==> src/common/icc_pkg.sv <==
package icc_pkg;

    // Register addresses (byte writes, word read at the base)
    localparam logic [7:0] ADDR_CFG_B0 = 8'h0C;
    localparam logic [7:0] ADDR_CFG_B1 = 8'h0D;
    localparam logic [7:0] ADDR_CFG_B2 = 8'h0E;
    localparam logic [7:0] ADDR_CFG_B3 = 8'h0F;

    // Field positions
    localparam int POS_FILTER   = 30;
    localparam int POS_KEEP_OFF = 29;
    localparam int POS_KEEP_GN  = 28;
    localparam int POS_KEEP_OUT = 27;
    localparam int POS_KEEP_SPD = 26;
    localparam int POS_KEEP_ADC = 25;
    localparam int POS_KEEP_VEC = 24;
    localparam int POS_IND_MODE = 23;
    localparam int POS_HOLD     = 22;
    localparam int POS_DET_OFF  = 21;
    localparam int POS_DET_GN   = 20;
    localparam int POS_SQ_MODE  = 19;
    localparam int POS_DET_SPD  = 18;
    localparam int POS_DET_ADC  = 17;
    localparam int POS_DET_VEC  = 16;
    localparam int POS_AMP_LO   = 14;
    localparam int POS_TRG_EDGE = 13;
    localparam int POS_HYST     = 12;

    // Reset value of fixed bits; bits 15-14 and 12 come from strap pins
    localparam logic [31:0] CFG_RESET = 32'h007F_0000;

    // Fill count at which boot ends (three cycles) so the strap synchronisers hold pin levels
    localparam logic [1:0] FILL_CYCLES = 2'h2;

    // Error status layout (nine bits, 8 down to 0, of the status word)
    localparam int ERR_S_OFF = 8;
    localparam int ERR_C_OFF = 7;
    localparam int ERR_S_GN  = 6;
    localparam int ERR_C_GN  = 5;
    localparam int ERR_OUT   = 4;
    localparam int ERR_SPD   = 3;
    localparam int ERR_S_ADC = 2;
    localparam int ERR_C_ADC = 1;
    localparam int ERR_VEC   = 0;
    localparam int NUM_ERR   = 9;

    typedef enum logic [2:0] {
        ICC_BOOT = 3'b001,
        ICC_LOAD = 3'b010,
        ICC_RUN  = 3'b100
    } icc_phase_t;

    // Host write strobe with its byte
    typedef struct packed {
        logic       wr;
        logic [7:0] addr;
        logic [7:0] data;
    } icc_wr_t;

    typedef struct packed {
        icc_phase_t          phase;
        logic [1:0]          fill;
        logic [31:0]         cfg;
        logic [NUM_ERR-1:0]  err;
        logic [2:0]          amp0_sync;
        logic [2:0]          amp1_sync;
        logic [2:0]          filt_sync;
        logic [2:0]          trg_sync;
        logic                trg_level;
        logic                capture;
    } icc_state_t;

endpackage

==> src/hdl/icc_config.sv <==
`timescale 1ns/1ps

module icc_config (
    // Clock and reset
    input  wire logic                   mclk,
    input  wire logic                   nrst,
    // Host register port
    input  wire icc_pkg::icc_wr_t       host_wr,
    input  wire logic                   host_rd,
    output logic [31:0]                 rd_data,
    output logic                        rd_valid,
    input  wire logic                   clear_count_command,
    input  wire logic                   clear_index_command,
    input  wire logic                   rate_changed,
    // Strap pins
    input  wire logic [1:0]             amplitude_strap_pin,
    input  wire logic                   filter_strap_pin,
    // Trigger pin
    input  wire logic                   capture_trigger_pin,
    // Live error conditions from the datapath
    input  wire logic [8:0]             live_errors,
    input  wire logic                   index_event,
    // Datapath controls
    output logic                        noise_filter_enable,
    output logic                        indicator_pin_mode,
    output logic                        hold_outputs_on_error,
    output logic                        square_wave_mode_select,
    output logic [1:0]                  amplitude_range_select,
    output logic                        hysteresis_enable,
    output logic                        capture_strobe,
    output logic                        clear_position,
    // Status
    output logic [8:0]                  error_status,
    output logic                        index_status_bit
);

    icc_pkg::icc_state_t st;
    icc_pkg::icc_state_t next_st;
    logic                idx;
    logic                next_idx;
    logic [31:0]         rdq;
    logic                rdv;

    logic [8:0] detect_en;
    logic [8:0] keep_en;
    logic [8:0] live_gated;

    // Map each status flag to its detect and keep bits; the output flag uses the square-wave mode bit as its detect bit
    always_comb begin
        detect_en = '0;
        keep_en   = '0;
        detect_en[icc_pkg::ERR_S_OFF] = st.cfg[icc_pkg::POS_DET_OFF];
        detect_en[icc_pkg::ERR_C_OFF] = st.cfg[icc_pkg::POS_DET_OFF];
        detect_en[icc_pkg::ERR_S_GN]  = st.cfg[icc_pkg::POS_DET_GN];
        detect_en[icc_pkg::ERR_C_GN]  = st.cfg[icc_pkg::POS_DET_GN];
        detect_en[icc_pkg::ERR_OUT]   = st.cfg[icc_pkg::POS_SQ_MODE];
        detect_en[icc_pkg::ERR_SPD]   = st.cfg[icc_pkg::POS_DET_SPD];
        detect_en[icc_pkg::ERR_S_ADC] = st.cfg[icc_pkg::POS_DET_ADC];
        detect_en[icc_pkg::ERR_C_ADC] = st.cfg[icc_pkg::POS_DET_ADC];
        detect_en[icc_pkg::ERR_VEC]   = st.cfg[icc_pkg::POS_DET_VEC];
        keep_en[icc_pkg::ERR_S_OFF]   = st.cfg[icc_pkg::POS_KEEP_OFF];
        keep_en[icc_pkg::ERR_C_OFF]   = st.cfg[icc_pkg::POS_KEEP_OFF];
        keep_en[icc_pkg::ERR_S_GN]    = st.cfg[icc_pkg::POS_KEEP_GN];
        keep_en[icc_pkg::ERR_C_GN]    = st.cfg[icc_pkg::POS_KEEP_GN];
        keep_en[icc_pkg::ERR_OUT]     = st.cfg[icc_pkg::POS_KEEP_OUT];
        keep_en[icc_pkg::ERR_SPD]     = st.cfg[icc_pkg::POS_KEEP_SPD];
        keep_en[icc_pkg::ERR_S_ADC]   = st.cfg[icc_pkg::POS_KEEP_ADC];
        keep_en[icc_pkg::ERR_C_ADC]   = st.cfg[icc_pkg::POS_KEEP_ADC];
        keep_en[icc_pkg::ERR_VEC]     = st.cfg[icc_pkg::POS_KEEP_VEC];
    end

    // A rate change counts as an output error only in square-wave mode
    always_comb begin
        live_gated = live_errors;
        live_gated[icc_pkg::ERR_OUT] = live_errors[icc_pkg::ERR_OUT] | rate_changed;
        live_gated = live_gated & detect_en;
    end

    always_comb begin
        next_st = st;
        next_idx = idx;
        next_st.amp0_sync = {st.amp0_sync[1:0], amplitude_strap_pin[0]};
        next_st.amp1_sync = {st.amp1_sync[1:0], amplitude_strap_pin[1]};
        next_st.filt_sync = {st.filt_sync[1:0], filter_strap_pin};
        next_st.trg_sync  = {st.trg_sync[1:0], capture_trigger_pin};
        next_st.capture   = 1'b0;

        // Trigger level settles once stages two and three agree
        if (st.trg_sync[1] == st.trg_sync[2]) begin
            next_st.trg_level = st.trg_sync[2];
            if (st.phase == icc_pkg::ICC_RUN && st.trg_sync[2] != st.trg_level) begin
                next_st.capture = (st.trg_sync[2] == st.cfg[icc_pkg::POS_TRG_EDGE]);
            end
        end

        case (st.phase)
            // Wait for the strap synchronisers to fill before sampling them
            icc_pkg::ICC_BOOT: begin
                next_st.fill = 2'(st.fill + 2'h1);
                if (st.fill == icc_pkg::FILL_CYCLES) begin
                    next_st.phase = icc_pkg::ICC_LOAD;
                end
            end
            icc_pkg::ICC_LOAD: begin
                if (st.amp0_sync[2] == st.amp0_sync[1] && st.amp1_sync[2] == st.amp1_sync[1]
                    && st.filt_sync[2] == st.filt_sync[1]) begin
                    next_st.cfg[icc_pkg::POS_AMP_LO +: 2] =
                        {st.amp1_sync[2], st.amp0_sync[2]};
                    next_st.cfg[icc_pkg::POS_HYST] = st.filt_sync[2];
                    next_st.trg_level = st.trg_sync[2];
                    next_st.phase = icc_pkg::ICC_RUN;
                end
            end
            icc_pkg::ICC_RUN: begin
                if (host_wr.wr) begin
                    if (host_wr.addr == icc_pkg::ADDR_CFG_B0) begin
                        next_st.cfg[7:0] = host_wr.data;
                    end else if (host_wr.addr == icc_pkg::ADDR_CFG_B1) begin
                        next_st.cfg[15:8] = host_wr.data;
                    end else if (host_wr.addr == icc_pkg::ADDR_CFG_B2) begin
                        next_st.cfg[23:16] = host_wr.data;
                    end else if (host_wr.addr == icc_pkg::ADDR_CFG_B3) begin
                        next_st.cfg[31:24] = host_wr.data;
                    end
                end
            end
            default: begin
                next_st.phase = icc_pkg::ICC_BOOT;
            end
        endcase

        // Sticky flags clear on the command, but a new event wins the same cycle
        for (int i = 0; i < icc_pkg::NUM_ERR; i++) begin
            if (keep_en[i]) begin
                next_st.err[i] = (st.err[i] & ~clear_count_command) | live_gated[i];
            end else begin
                next_st.err[i] = live_gated[i];
            end
            if (!detect_en[i]) begin
                next_st.err[i] = 1'b0;
            end
        end

        next_idx = (idx & ~clear_count_command & ~clear_index_command) | index_event;
    end

    always_ff @(posedge mclk or negedge nrst) begin
        if (!nrst) begin
            st.phase     <= icc_pkg::ICC_BOOT;
            st.fill      <= 2'h0;
            st.cfg       <= icc_pkg::CFG_RESET;
            st.err       <= '0;
            st.amp0_sync <= '0;
            st.amp1_sync <= '0;
            st.filt_sync <= '0;
            st.trg_sync  <= '0;
            st.trg_level <= 1'b0;
            st.capture   <= 1'b0;
            idx          <= 1'b0;
            rdq          <= '0;
            rdv          <= 1'b0;
        end else begin
            st  <= next_st;
            idx <= next_idx;
            rdv <= host_rd;
            if (host_rd) begin
                rdq <= st.cfg;
            end
        end
    end

    assign rd_data                 = rdq;
    assign rd_valid                = rdv;
    assign noise_filter_enable     = st.cfg[icc_pkg::POS_FILTER];
    assign indicator_pin_mode      = st.cfg[icc_pkg::POS_IND_MODE];
    assign hold_outputs_on_error   = st.cfg[icc_pkg::POS_HOLD];
    assign square_wave_mode_select = st.cfg[icc_pkg::POS_SQ_MODE];
    assign amplitude_range_select  = st.cfg[icc_pkg::POS_AMP_LO +: 2];
    assign hysteresis_enable       = st.cfg[icc_pkg::POS_HYST];
    assign capture_strobe          = st.capture;
    assign clear_position          = clear_count_command;
    assign error_status            = st.err;
    assign index_status_bit        = idx;

endmodule

==> config.mk <==
export PLATFORM = sky130hd
export DESIGN_NAME = icc_config
export DESIGN_NICKNAME = d
export VERILOG_FILES = /design/src/common/icc_pkg.sv /design/src/hdl/icc_config.sv
export SDC_FILE = /design/constraint.sdc
export NUM_CORES = 1
export LEC_CHECK = 0
export ABC_CLOCK_PERIOD_IN_PS = 2400
export BUFFER_PORTS_ARGS = -buffer_cell sky130_fd_sc_hd__buf_2
export CAP_MARGIN = 40
export CORE_MARGIN = 2
export CORE_UTILIZATION = 41
export DETAILED_ROUTE_END_ITERATION = 8
export HOLD_SLACK_MARGIN = 0.08
export PLACE_DENSITY = 0.72
export SLEW_MARGIN = 20
export SYNTH_ARGS = -nofsm -noshare
export SYNTH_HDL_FRONTEND = slang
export SYNTH_SLANG_ARGS = --single-unit
==> constraint.sdc <==
create_clock -name mclk -period 2.4 [get_ports mclk]
set_clock_uncertainty 0.15 [all_clocks]
set_input_delay 0.12 -clock mclk [delete_from_list [all_inputs] [get_ports mclk]]
set_output_delay 0.12 -clock mclk [all_outputs]
set_load 0.02 [all_outputs]
# Word-level counts from Yosys, hierarchy flattened
# Index checks and enable logic that the tools add are counted.
# word_totals
regBits,94
in_bits,37
out_inout_bits,52
# classes
addsub,1
n_eq_ne,19
n_mux,33
bitwise_logic,29
reduce_logical,10
# op_table
cell,n
"8-bit by 4-bit equality test with 1-bit output, second input constant",4
8-bit 2-to-1 mux,3
1-bit 2-to-1 mux,22
16-bit 2-to-1 mux,1
1-bit AND,11
1-bit OR,11
5-bit AND reduction,2
9-bit AND,1
3-bit case mux with 3 select lines,1
"2-bit inequality test, second input constant",4
3-bit 2-to-1 mux,2
1-bit inverter,6
3-bit AND reduction,2
6-bit AND reduction,1
1-bit equality test,5
2-bit 2-to-1 mux,2
2-bit case mux with 2 select lines,1
4-bit AND reduction,1
"3-bit by 1-bit equality test with 1-bit output, second input constant",1
"3-bit by 2-bit equality test with 1-bit output, second input constant",1
"3-bit equality test, second input constant",1
1-bit logical AND,3
"2-bit by 1-bit adder with 2-bit output, second input constant",1
"2-bit equality test, second input constant",1
4 further kinds,4

# Logic depth before layout (Yosys ltp)
# logic_depth
depth_word,6
mapped_depth,6
ltp_nobuf,5

# Worst setup path after synthesis
# No wires, ideal clock.
# synth_path
path_type,register -> register
from,register st[58] in the netlist's numbering
to,register st[31] in the netlist's numbering
setup_time_ps,125
arrival_time_ps,1703
required_ps,2125
setup_slack_ps,422
stages_incl_launch_ff,6
period_less_slack_ps,1978
cell_sequence,dfrtp_1 > or3b_1 > buf_6 > nor4bb_4 > buf_6 > mux2_2
# synth_between
elab_chain_len,2
# synth_rtl
element,line_no,rtl
"start, declared",icc_config.sv:37,icc_pkg::icc_state_t st;
"start signal, assigned",icc_config.sv:163,st <= next_st;
3-bit equality test,icc_config.sv:96,case (st.phase)
4-bit AND reduction (no line),-,
# Every way passes these cells.
# A chain may end at the register's enable or synchronous reset.

# Worst setup path after layout
# layout_path
from,register st[58] in the netlist's numbering
to,register st[34] in the netlist's numbering
# Same word-level chain as after synthesis.

==> metrics.md <==
| Metric | Value |
|---|---|
| Clock Root Buffer | `clkbuf_8` |
| Final Power | `around 3.4 mW` |
| Drt initial violations | `74` |
| CP Max Fanout | `9` |
| TNS Setup | `0 ps` |
| Nature of the critical path startpoint | `flop` |
| RR Startpoint | `st[58]` |
| Antenna violation net count after detailed routing | `0` |
| Slew HR | `49.3%` |
| GR Util All Layers | `15.8%` |
| Sw Share | `25.1%` |
| PortBufs | `88` |
| Final Max Slew Viols | `0` |
| Max_cap viols | `0` |
| Post-synth cell types | `40` |
| Commonest non-fill, non-tap cell in the layout | `buf_2` |
| Outcome | `finished clean` |
| # diodes | `0` |
| Post-DP HPWL | `~5200 um` |
| Sequential share of power | `51.0%` |
| Post-Synthesis Cells | `roughly 260` |
| Clock share of power | `between 30% and 40%` |
| Core Box Area | `0.00915 mm^2` |
| Die width | `100 um` |
| Starting Density | `41.7%` |
| Ratio of cells with drive above 1 in the final layout | `49.6%` |
| FP Rows | `35` |
| DP Area | `0.00429 mm^2` |
| First-pass GRT wire length | `11900 um` |
| Req. time, crit path | `2500 ps` |
| Vias | `2326` |
| P_sw | `approximately 0.87 mW` |
| Height of the die | `between 100 and 150 um` |
| WL/cell | `15.4 um` |
| Most frequent cells in the layout | `buf_2, dfrtp_1, mux2_2` |
| Cell Area, Synth | `0.00382 mm^2` |
| Synth Register Bits | `94` |
| Die area | `~0.010 mm^2` |
| Syn. warnings | `0` |
| Area delta synth->final | `26.2%` |
| Syn_area_per_cell | `15.0 um^2` |
| Internal | `2.58 mW` |
| Leakage power | `2.50 nW` |
| Grt ovf | `0` |
| Initial DRT Pass Iterations | `4` |
| Pwr dens | `716 mW/mm^2` |
| Nets | `404` |
| Final setup viols | `0` |
| Worst Hold End | `error_status[2]` |
| Cts bufs inserted | `9` |
| Clock Sinks | `94` |
| Worst-path clk slew | `about 100 ps` |
| Minimum clock period | `2220 ps` |
| Remaining DRCs | `0` |
| Fin area | `0.00482 mm^2` |
| CTS tree | `done` |
| Number of global-route vias before repair | `2347` |
| Ports | `89` |
| Routed WL | `7400 um` |
| Critical path arrival | `2320 ps` |
| Fin crit share | `92.5%` |
| CP Class | `reg2reg` |
| H-Tree Depth | `3` |
| Largest net degree at the start of global routing | `slightly below 50` |
| Setup crit end kind | `flop` |
| Slew @ Worst Pin | `approximately 760 ps` |
| Comb pwr share | `12.3%` |
| F_max | `0.451 GHz` |
| Max VDD drop | `between 300 and 400 uV` |
| Hold_sp | `clear_count_command` |
| Post-synthesis sequential area ratio | `61.9%` |
| Post-CTS Repair Setup Buffers | `0` |
| RR Endpoint | `st[34]` |
| Worst hold path cell count | `4` |
| Reg2Reg Depth | `4` |
| Register-to-Register Setup Slack | `180 ps` |
| Unrepaired setup endpoints after global routing | `false` |
| CTS-repair resized insts | `0` |
| Syn Nets | `293` |
| Worst-Skew Late Latency | `360 ps` |
| Drt via density | `4.83` |
| Hold Vio Cnt, Final | `0` |
| HP Class | `in2reg` |
| GPL Wtd Cong | `a little under 0.8` |
| Clk buf depth | `2` |
| Initial antenna violation count | `0` |
## power groups by stage
stage	Clock (mW)	Sequential (mW)	Combinational [mW]
global placement	0	1.78	0.386
finish	1.27	1.76	0.424
global route	1.36	1.78	0.469
floorplan	0	1.82	0.217
detailed placement	0	1.79	0.399
CTS	1.30	1.76	0.432
## flip-flops by register name (all words and copies together), names as in the netlist, 2 cells and up
register,flops
next_st,8
detect_en,5
rd_data,32
st,24
keep_en,6
amplitude_range_select,2
error_status,9
## worst max path at each step
| stage | start | end | cells after the start |
|---|---|---|---|
| after floorplan | st[58] | st[31] | 5 |
| after global placement | st[58] | indicator_pin_mode | 5 |
| after detailed placement | st[58] | st[32] | 4 |
| after CTS | st[58] | st[34] | 4 |
| after global routing | st[58] | st[34] | 4 |
| final | st[58] | st[34] | 4 |
## stage by stage
step                utilization (%)  hold slack, ps  setup slack [ps]  cells
global placement               46.9            19.7               236    438
detailed placement             46.9            25.5               184    438
global route                   52.6            99.1              89.1    482
finish                         52.6            94.9               181    482
CTS                            52.6            86.1               178    482
floorplan                         -            -326               422    255
## cells in the mapped netlist
master | n | area [um^2]
ha_1 | 1 | 12.5
nor4bb_4 | 1 | 25.0
or2_2 | 1 | 6.26
a21oi_1 | 11 | 55.1
a22oi_1 | 3 | 22.5
o21ai_0 | 5 | 25.0
a21o_1 | 1 | 7.51
dfrtp_1 | 86 | 2150
nor4_4 | 1 | 21.3
or4b_2 | 1 | 10.0
or3_2 | 1 | 7.51
buf_4 | 12 | 90.1
nand4b_1 | 1 | 8.76
inv_1 | 4 | 15.0
o21a_1 | 5 | 37.5
and4bb_1 | 1 | 12.5
xor2_1 | 3 | 26.3
nand3_1 | 1 | 5.00
and3b_1 | 1 | 8.76
buf_6 | 4 | 45.0
mux2_4 | 16 | 240
nand4_4 | 1 | 21.3
o211ai_1 | 1 | 7.51
nor2b_1 | 10 | 62.6
dfstp_2 | 8 | 210
or3b_1 | 1 | 8.76
nor2_8 | 1 | 20.0
nand3b_1 | 1 | 7.51
and4b_1 | 1 | 10.0
xnor2_1 | 1 | 8.76
buf_1 | 3 | 11.3
o31a_1 | 1 | 8.76
mux2_2 | 45 | 507
o311ai_0 | 1 | 8.76
mux2i_1 | 1 | 10.0
clkbuf_1 | 1 | 3.75
nand2_1 | 10 | 37.5
nor2_1 | 5 | 18.8
nor4_1 | 2 | 12.5
or3b_2 | 1 | 8.76
## timing repair
| item | in CTS | in global routing |
|---|---|---|
| endpoints found under the setup margin | 0 | 0 |
| hold buffers | 28 | 0 |
| endpoints found under the hold margin | 94 | 0 |
## layout make-up
type | instances | area [um^2]
flip-flops and latches | 94 | 2360
clock inverters | 6 | 119
multi-input cells | 137 | 1290
inverters | 4 | 15.0
repair buffers | 120 | 766
well taps | 111 | 139
clock buffers | 10 | 128
fillers | 740 | 4330
## routing by layer
layer / vias to the layer above / routed length (um) / GRT usage, %
li1: 1103 / - / -
met1: 1142 / 3280 / 20.5
met2: 66 / 3650 / 25.0
met3: 15 / 288 / 3.40
met4: 0 / 189 / 8.22
met5: - / 0 / 0
## worst max-delay path, stage by stage, from the launching register on
cell and delay (ps):
dfrtp_1 450, or3b_1 610, nor4bb_4 340, buf_4 210
mux2_2 340
## cell families after synthesis
| group | after synthesis | share of synthesized area [%] |
|---|---|---|
| AOI/OAI and AO/OA | 28 | 4.52 |
| xor gates and xnor gates | 4 | 0.918 |
| adders and majority gates | 1 | 0.328 |
| buffers and inverters | 24 | 4.33 |
| DFF | 94 | 61.9 |
| muxes | 62 | 19.8 |
| and+or+nand+nor | 42 | 8.19 |
Power figures use the tool's default switching activity.
